$ cat src/pcs_consts.svh
// constants for the program counter and return stack block
`ifndef PCS_CONSTS_SVH
`define PCS_CONSTS_SVH
`define PCS_PC_W 13
`define PCS_STACK_DEPTH 8
`define PCS_PAGE_OFS_W 11
`define PCS_LATCH_W 5
`define PCS_PAGE_LO 3
`define PCS_PAGE_HI 4
`define PCS_PC_RESET 13'h0000
`define PCS_LATCH_RESET 5'h00
`define PCS_PTR_RESET 3'h0
`endif

$ cat src/pcs_pkg.sv
// types for the program counter and return stack block
`include "pcs_consts.svh"
package pcs_pkg;
   typedef logic [`PCS_PC_W-1:0] pcs_addr_t;
   typedef enum logic [2:0] {
      PCS_OP_HOLD = 3'h0,
      PCS_OP_NEXT = 3'h1,
      PCS_OP_BRANCH = 3'h2,
      PCS_OP_CALL = 3'h3,
      PCS_OP_RETURN = 3'h4,
      PCS_OP_INTR = 3'h5,
      PCS_OP_LOW_WR = 3'h6
   } pcs_op_t;
   typedef enum logic [1:0] {
      PCS_RET_PLAIN = 2'h0,
      PCS_RET_LITERAL = 2'h1,
      PCS_RET_INTR = 2'h2
   } pcs_ret_t;
endpackage

$ cat src/pcs_stack_if.sv
// push and pop signals between the sequencer and the return stack
`timescale 1ns/1ps
`default_nettype none
interface pcs_stack_if;
   import pcs_pkg::*;
   logic push;
   logic pop;
   pcs_addr_t push_addr;
   pcs_addr_t top_addr;
   modport seq (output push, output pop, output push_addr, input top_addr);
   modport stk (input push, input pop, input push_addr, output top_addr);
endinterface
`default_nettype wire

$ cat src/pcs_return_stack.sv
// circular return stack held in flip-flops
`timescale 1ns/1ps
`default_nettype none
`include "pcs_consts.svh"
module pcs_return_stack #(
   parameter int DEPTH = `PCS_STACK_DEPTH
) (
   input wire logic clk,
   input wire logic rst_n,
   input wire logic ce,
   pcs_stack_if.stk stk
);
   import pcs_pkg::*;
   localparam int PW = $clog2(DEPTH);
   pcs_addr_t mem_r [DEPTH];
   // pointer is never visible outside; wraps silently, no overflow flag
   logic [PW-1:0] ptr_r;
   wire logic [PW-1:0] ptr_dec;
   assign ptr_dec = ptr_r - PW'(1);
   assign stk.top_addr = mem_r[ptr_dec];

   always_ff @(posedge clk) begin
      if (!rst_n) begin
         ptr_r <= '0;
      end else if (ce) begin
         if (stk.push) begin
            mem_r[ptr_r] <= stk.push_addr;
            ptr_r <= ptr_r + PW'(1);
         end else if (stk.pop) begin
            ptr_r <= ptr_dec;
         end
      end
   end
endmodule
`default_nettype wire

$ cat src/pcs_program_counter.sv
// program counter, upper latch and page branch forming with return stack
// Overview of operation
// - program counter is 13 bits and addresses the next instruction fetched
// - low byte of the counter is readable and writable by software
// - software writes the upper counter bits only through the upper latch
// - return stack is eight entries of 13 bits, apart from memories
// - stack pointer is internal, never readable or writable
// - push counter on call instruction or interrupt branch
// - pop into counter on return, return with literal, return from interrupt
// - push and pop leave the upper latch unchanged
// - stack is circular, ninth push overwrites first, no overflow flag
// - address space is a continuous 8K words
// - call and jump give eleven address bits, a 2K page
// - top two target bits come from latch bits 4 and 3
// - full 13-bit counter saved, so returns need no page changes
`timescale 1ns/1ps
`default_nettype none
`include "pcs_consts.svh"
module pcs_program_counter #(
   parameter int DEPTH = `PCS_STACK_DEPTH
) (
   input wire logic clk,
   input wire logic rst_n,
   input wire logic ce,
   input wire pcs_pkg::pcs_op_t op,
   input wire pcs_pkg::pcs_ret_t ret_kind,
   input wire logic [`PCS_PAGE_OFS_W-1:0] branch_ofs,
   input wire logic [7:0] low_wr_data,
   input wire logic latch_wr,
   input wire logic [7:0] latch_wr_data,
   output logic [`PCS_PC_W-1:0] fetch_addr,
   output logic [7:0] pc_low_byte,
   output logic [7:0] pc_upper_latch,
   output logic [`PCS_PC_W-1:0] pushed_addr,
   output logic returned,
   output logic returned_from_intr
);
   import pcs_pkg::*;
   pcs_stack_if sif ();

   pcs_return_stack #(.DEPTH(DEPTH)) u_stack (
      .clk(clk),
      .rst_n(rst_n),
      .ce(ce),
      .stk(sif)
   );

   pcs_addr_t pc_r;
   pcs_addr_t pc_nxt;
   logic [`PCS_LATCH_W-1:0] latch_r;
   logic [`PCS_LATCH_W-1:0] latch_nxt;
   pcs_addr_t pushed_r;
   logic returned_r;
   logic ret_intr_r;

   // page target: latch bits 4:3 on top of the 11 offset bits
   wire pcs_addr_t page_target = {latch_r[`PCS_PAGE_HI:`PCS_PAGE_LO], branch_ofs};
   // low byte write also loads the upper bits from the latch
   wire pcs_addr_t low_target = {latch_r, low_wr_data};
   wire pcs_addr_t seq_next = pc_r + `PCS_PC_W'(1);
   wire logic is_push = (op == PCS_OP_CALL) || (op == PCS_OP_INTR);
   wire logic is_pop = (op == PCS_OP_RETURN);

   // return address is the already advanced counter, all 13 bits
   assign sif.push = is_push;
   assign sif.push_addr = pc_r;
   assign sif.pop = is_pop;

   always_comb begin
      case (op)
         PCS_OP_NEXT: pc_nxt = seq_next;
         PCS_OP_BRANCH: pc_nxt = page_target;
         PCS_OP_CALL: pc_nxt = page_target;
         PCS_OP_INTR: pc_nxt = `PCS_PC_RESET + `PCS_PC_W'(4);
         PCS_OP_RETURN: pc_nxt = sif.top_addr;
         PCS_OP_LOW_WR: pc_nxt = low_target;
         default: pc_nxt = pc_r;
      endcase
   end

   // stack operations never touch the latch; only software writes it
   assign latch_nxt = latch_wr ? latch_wr_data[`PCS_LATCH_W-1:0] : latch_r;

   always_ff @(posedge clk) begin
      if (!rst_n) begin
         pc_r <= `PCS_PC_RESET;
         latch_r <= `PCS_LATCH_RESET;
         pushed_r <= `PCS_PC_RESET;
         returned_r <= 1'b0;
         ret_intr_r <= 1'b0;
      end else if (ce) begin
         pc_r <= pc_nxt;
         latch_r <= latch_nxt;
         pushed_r <= is_push ? pc_r : pushed_r;
         returned_r <= is_pop;
         ret_intr_r <= is_pop && (ret_kind == PCS_RET_INTR);
      end
   end

   assign fetch_addr = pc_r;
   assign pc_low_byte = pc_r[7:0];
   assign pc_upper_latch = {3'h0, latch_r};
   assign pushed_addr = pushed_r;
   assign returned = returned_r;
   assign returned_from_intr = ret_intr_r;
endmodule
`default_nettype wire

$ cat config.mk
export PLATFORM = sky130hd
export DESIGN_NAME = pcs_program_counter
export DESIGN_NICKNAME = d
export VERILOG_FILES = /design/src/pcs_pkg.sv /design/src/pcs_stack_if.sv /design/src/pcs_return_stack.sv /design/src/pcs_program_counter.sv
export VERILOG_INCLUDE_DIRS = /design/src
export SDC_FILE = /design/constraint.sdc
export NUM_CORES = 1
export LEC_CHECK = 0
export ABC_AREA = 1
export CORE_MARGIN = 10
export CORE_UTILIZATION = 50
export DETAILED_ROUTE_END_ITERATION = 16
export DONT_BUFFER_PORTS = 1
export GPL_TIMING_DRIVEN = 0
export PLACE_DENSITY = 0.68
export SYNTH_ARGS = -nofsm -noshare
export SYNTH_HDL_FRONTEND = slang
export SYNTH_SLANG_ARGS = --single-unit
export TNS_END_PERCENT = 30
$ cat constraint.sdc
create_clock -name clk -period 2.6 [get_ports clk]
set_clock_uncertainty 0.15 [all_clocks]
set_input_delay 0.13 -clock clk [delete_from_list [all_inputs] [get_ports clk]]
set_output_delay 0.13 -clock clk [all_outputs]
set_load 0.01 [all_outputs]
After elaboration in Yosys (flattened, before gate mapping)
Memory sizes are Yosys's and may differ from the RTL's.
Cells that the tools add are included.
W data, S select, Z words.

storage, ports and cells
  register bits = 36
  RAM bits = 104
  input port bits = 36
  output and inout bits = 44
  word-level logic and storage cells = 33
  memories kept = 1

operators by class
  add/sub/neg operators = 3
  equal/unequal tests = 7
  muxes and demuxes = 7
  reductions and logical operators = 9

memory list
  name           depth  bits a word  read ports  clocked after memory_dff  write ports  line                    source
  u_stack.mem_r  8      13           1           0                         1            pcs_return_stack.sv:15  pcs_addr_t mem_r [DEPTH];

operators with widths
  cell                     count
  $pmux W13 S5             1
  $add A13 B1 Y13 const B  1
  $eq A3 B3 Y1 const B     3
  $reduce_and A2 Y1        4
  $eq A3 B2 Y1 const B     2
  $mux W3                  2
  $reduce_bool A5 Y1       1
  $mux W1                  4
  $add A3 B1 Y3 const B    1
  $eq A3 B1 Y1 const B     1
  $sub A3 B1 Y3 const B    1
  $eq A2 B2 Y1 const B     1
  $reduce_bool A2 Y1       1
  $reduce_or A2 Y1         1
  $logic_and A1 B1 Y1      1
  $logic_or A1 B1 Y1       1

Logic depth before layout (Yosys ltp)
  depth after elaboration = 6
  depth in mapped cells = 13
  mapped depth without buffers = 11

By module
Synthesis repeated with hierarchy kept, for this count alone.

second synthesis, totals
  cell total of the unflattened synthesis = 701
  area, all modules = 6398.6 um^2

by module, submodules not included
  module               instances  cells an instance  area an instance (um^2)  seq. area each (um^2)
  pcs_return_stack     1          390                4419.2                   3183.1
  pcs_program_counter  1          311                1979.4                   660.6

Least setup slack after synthesis
Ideal clock, no wire load.

  kind = flip-flop to flip-flop
  start point = reg u_stack.ptr_r[0]
  end point = reg pc_r[11] (netlist: fetch_addr[11])
  library setup time = 117 ps
  data arrival time = 1772 ps
  data required time = 2333 ps
  setup slack = 560 ps
  cell stages (with the launch flop) = 14
  buffers on the path = 3
  period minus slack after synthesis = 2040 ps
  path through = dfxtp_1 inv_2 clkbuf_1 ha_1 buf_2 inv_1 buf_2 nor2_1 o21ai_0 nand3_1 nand3_1 nand2_1 nor2_1 nor2_1

between the ends
  longest elaborated chain between the ends = 3

ends and longest elaborated chain
  what                    line                       source
  from (decl)             pcs_return_stack.sv:17     logic [PW-1:0] ptr_r;
  from (signal assigned)  pcs_return_stack.sv:28     ptr_r <= ptr_r + PW'(1);
  from (signal assigned)  pcs_return_stack.sv:30     ptr_r <= ptr_dec;
  $sub A3 B1 Y3           pcs_return_stack.sv:19     assign ptr_dec = ptr_r - PW'(1);
  $mem_v2 Z8 W13          -
  $pmux W13 S5            pcs_program_counter.sv:70  case (op)
  to (signal assigned)    pcs_program_counter.sv:86  pc_r <= `PCS_PC_RESET;
  to (signal assigned)    pcs_program_counter.sv:92  pc_r <= pc_nxt;
  to (decl)               pcs_program_counter.sv:48  pcs_addr_t pc_r;

No other way between the ends.
A chain may end at the register's enable or synchronous reset.

==> run summary <==
RUN STATUS
---------------------------------------------------------------------------------
Outcome                                                              complete, no violations

SYNTHESIS
---------------------------------------------------------------------------------
Proportion of synthesized chip area in sequential cells                     0.616
Library cell occupying the most area in the post-synthesis netlist   sky130_fd_sc_hd__edfxtp_1
Distinct cell type count after synthesis                                       34
Share of synthesized flip-flops with an asynchronous set or reset               0
Top cell type's share of synthesized area                                   0.500
Synth top cells by count                                             120 x sky130_fd_sc_hd__nand2_1, 112 x sky130_fd_sc_hd__nor2_1, 104 x sky130_fd_sc_hd__edfxtp_1
Ys flop type                                                         sky130_fd_sc_hd__edfxtp_1
Total standard cell area after synthesis                              0.00624 mm2
Average cell area after synthesis                                        9.63 um2
Post-synth EDFFs                                                              104
Synth Instances                                                               648
Most frequent cell after synthesis                                   sky130_fd_sc_hd__nand2_1
Synth Warn #                                                                    0
Seq cells post-synth                                                          140
Top cells by area, synth                                             sky130_fd_sc_hd__edfxtp_1 50%, sky130_fd_sc_hd__dfxtp_1 12%, sky130_fd_sc_hd__nand2_1 7.2%, sky130_fd_sc_hd__nor2_1 6.7%, sky130_fd_sc_hd__o21ai_0 5.6%

PLACE
---------------------------------------------------------------------------------
Routability Congestion                                                      0.865
DP Wirelength                                                           11,100 um
Placement-stage worst setup slack                                       -0.239 ns
Port Buffer Count                                                               0
Standard cell area after detailed placement                           0.00646 mm2

CLOCK NETWORK
---------------------------------------------------------------------------------
CTS tree                                                                    built
Setup bufs post-CTS                                                             0
H-tree level count                                                              4
Clock buffer count from CTS                                                    17
Source-to-sink clock delay at the later pin of the worst-skew pair        0.41 ns
Clock-pin slew on the worst setup and hold paths                          0.06 ns
Root Driver                                                          sky130_fd_sc_hd__clkbuf_16
Buffer depth of the longest clock path                                          2
Clock net sink count                                                          140

LAYOUT
---------------------------------------------------------------------------------
Number of antenna repair diodes                                                 0
Area growth from synthesis to final layout                                  19.6%
Filler cells                                                                1,002
Cell area after layout                                                0.00746 mm2
Final #Nets                                                                   748
Fraction of final layout cells sized beyond drive strength 1                0.119

DRT
---------------------------------------------------------------------------------
Total iterations of the first detailed-routing run                              5
Antenna-violating nets left                                                     0
Post-detailed-routing wire length                                       17,300 um
Wirelength per Cell                                                       19.4 um
DRC violation count after routing                                               0
Detail-routed via count per cell                                             5.56
Initial drt markers                                                           430
Total via count in the routed design                                        4,951

FLOORPLANNING
---------------------------------------------------------------------------------
Height of the die                                                          132 um
Initial Utilization                                                         0.515
Count of pins on the block boundary                                            80
Core region area                                                       0.0121 mm2
Die width                                                                  132 um
Die Area                                                               0.0174 mm2
Row count                                                                      40

GRT
---------------------------------------------------------------------------------
Largest net degree at the start of global routing                              19
Antenna violations before repair                                                0
Number of global-route vias before repair                                   4,796
Total congestion overflow                                                       0
Global-route total usage across every layer                                 0.196
First-pass GRT wire length                                              26,800 um

TIMING
---------------------------------------------------------------------------------
RSZ-0062 raised after global routing                                        false
Count of endpoints failing setup in the final report                            0
Worst slew pin tran                                                      0.899 ns
Minimum setup slack in the final design                                  0.216 ns
Headroom to the max-slew limit                                              0.400
Count of final hold-check violations                                            0
Minimum clock period after layout                                         2.38 ns
Period utilisation layout                                                   0.917
Max frequency                                                             419 MHz
Final Slew Violations                                                           0

POWER AND IR DROP
---------------------------------------------------------------------------------
Peak supply drop                                                           469 uV
Total power density per cell area                                      747 mW/mm2
Pleak                                                                  0.00287 uW

SETUP PATH
---------------------------------------------------------------------------------
Ordered list of cells on the worst path                              dlygate4sd3_1, clkbuf_1, o21ai_0, dlygate4sd3_1, nor2_1, dlygate4sd3_1
Endpoint of the lowest-slack register-to-register path               fetch_addr[9]
Cell occurring most often along the worst timing path                sky130_fd_sc_hd__dlygate4sd3_1
Largest stage delay on the critical path                                  0.67 ns
Cell with the largest stage delay on the worst path                  sky130_fd_sc_hd__dlygate4sd3_1
Startpoint types                                                       input port
Reg2Reg Depth                                                                   9
Crit Path Class                                                         in -> reg
Arrival time worst endpoint                                               2.59 ns
Crit end category                                                       flip-flop
Required time of the critical path                                        2.81 ns
Critical path peak fanout                                                      10
Worst reg2reg setup slack                                                 0.25 ns
Beginning of the worst register-to-register path                     u_stack.ptr_r[0]
Startpoint of the worst setup timing path                                   rst_n

MIN PATH
---------------------------------------------------------------------------------
Class of the worst hold path                                            in -> reg
Worst min-delay path startpoint                                             op[2]
Instance count along the most critical hold path                                4
Endpoint of the worst hold-timing path                                   returned

RUN
---------------------------------------------------------------------------------
Total of max-cap violations                                                     0

[how the worst max path moves through the flow]
stage	slack (ns)	cells past startpoint	endpoint
after floorplan	0.56	13	fetch_addr[11]
after global placement	-0.22	4	u_stack.mem_r[2][10]
after detailed placement	-0.24	4	u_stack.mem_r[6][8]
after CTS	-0.02	4	u_stack.mem_r[7][0]
after global routing	0.08	10	fetch_addr[9]
final	0.22	6	latch_r[3]
[critical path, delay by kind of cell]
kind            cells  cell delay [ns]
compound gates      1             0.19
simple gates        1             0.11
buf+inv             4             2.16
[flip-flops by register name, indices dropped and copies added, names as in the netlist]
| register | count |
|---|---|
| returned | 1 |
| u_stack.ptr_r | 3 |
| pushed_addr | 13 |
| fetch_addr | 13 |
| latch_r | 5 |
| returned_from_intr | 1 |
| u_stack.mem_r | 104 |
[final cells by class]
| type | count | area, um2 | share of cell area |
|---|---|---|---|
| Multi-Input combinational cell | 428 | 2040 | 0.273 |
| Timing Repair Buffer | 41 | 412 | 0.0552 |
| Tap cell | 168 | 210 | 0.0282 |
| Inverter | 41 | 156 | 0.0210 |
| Clock inverter | 11 | 125 | 0.0168 |
| Clock buffer | 21 | 440 | 0.0590 |
| Sequential cell | 140 | 3840 | 0.515 |
| Buffer | 40 | 239 | 0.0320 |
[layout by cell type (no fill, tap or decap), drive strengths merged]
master and count:
nor2 117, o211ai 11, clkinv 8, xnor2 3, o21ai 73, bufinv 3, clkbuf 32, nand3 44
a21oi 32, or3b 1, nor3 4, conb 3, nand3b 2, buf 30, inv 41, nand4 1
dlygate4sd3 40, a22o 4, edfxtp 104, a31oi 1, a211oi 1, dfxtp 36, xor2 4, nand2 124
ha 3
[where the power goes]
part / switching [uW] / internal [uW] / total (uW)
combinational: 433 / 248 / 681
sequential: 103 / 2460 / 2560
clock: 844 / 1490 / 2330
total: 1380 / 4200 / 5580
[kinds of logic (layout without fill, tap and decap cells)]
| kind of cell | after synthesis | count (layout) | share of synthesized area |
|---|---|---|---|
| and+or+nand+nor | 293 | 293 | 0.195 |
| DFF | 140 | 140 | 0.616 |
| AOI/OAI and AO/OA | 122 | 122 | 0.108 |
| buffers and inverters | 82 | 154 | 0.0632 |
| xor gates and xnor gates | 7 | 7 | 0.0110 |
| adders and majority gates | 3 | 3 | 0.00602 |
| other | 1 | 3 | 0.000601 |
[per-stage QoR]
step	setup TNS (ns)	total power (uW)	util	hold slack [ns]	cells
after detailed placement	-13.40	3210	0.533	0.126	818
final	0	5580	0.616	0.0355	890
after floorplan	0	3010	-	0.118	650
after global placement	-10.76	3190	0.533	0.124	818
after CTS	-0.319	5560	0.613	0.0274	889
after global routing	0	5760	0.616	0.0412	890
[timing repair]
action                                  in CTS  in global routing
hold endpoints to repair                    36                  0
gates resized for setup                      2                 12
hold buffers                                40                  0
cloned                                       0                  0
endpoints found under the setup margin      91                 49
[layer usage]
layer | part of all wire | track usage
met3 | 0.11 | 0.0598
met2 | 0.48 | 0.331
met5 | 0 | 0
met4 | 0.029 | 0.0754
met1 | 0.38 | 0.230
(Power assumes the default switching activity.)
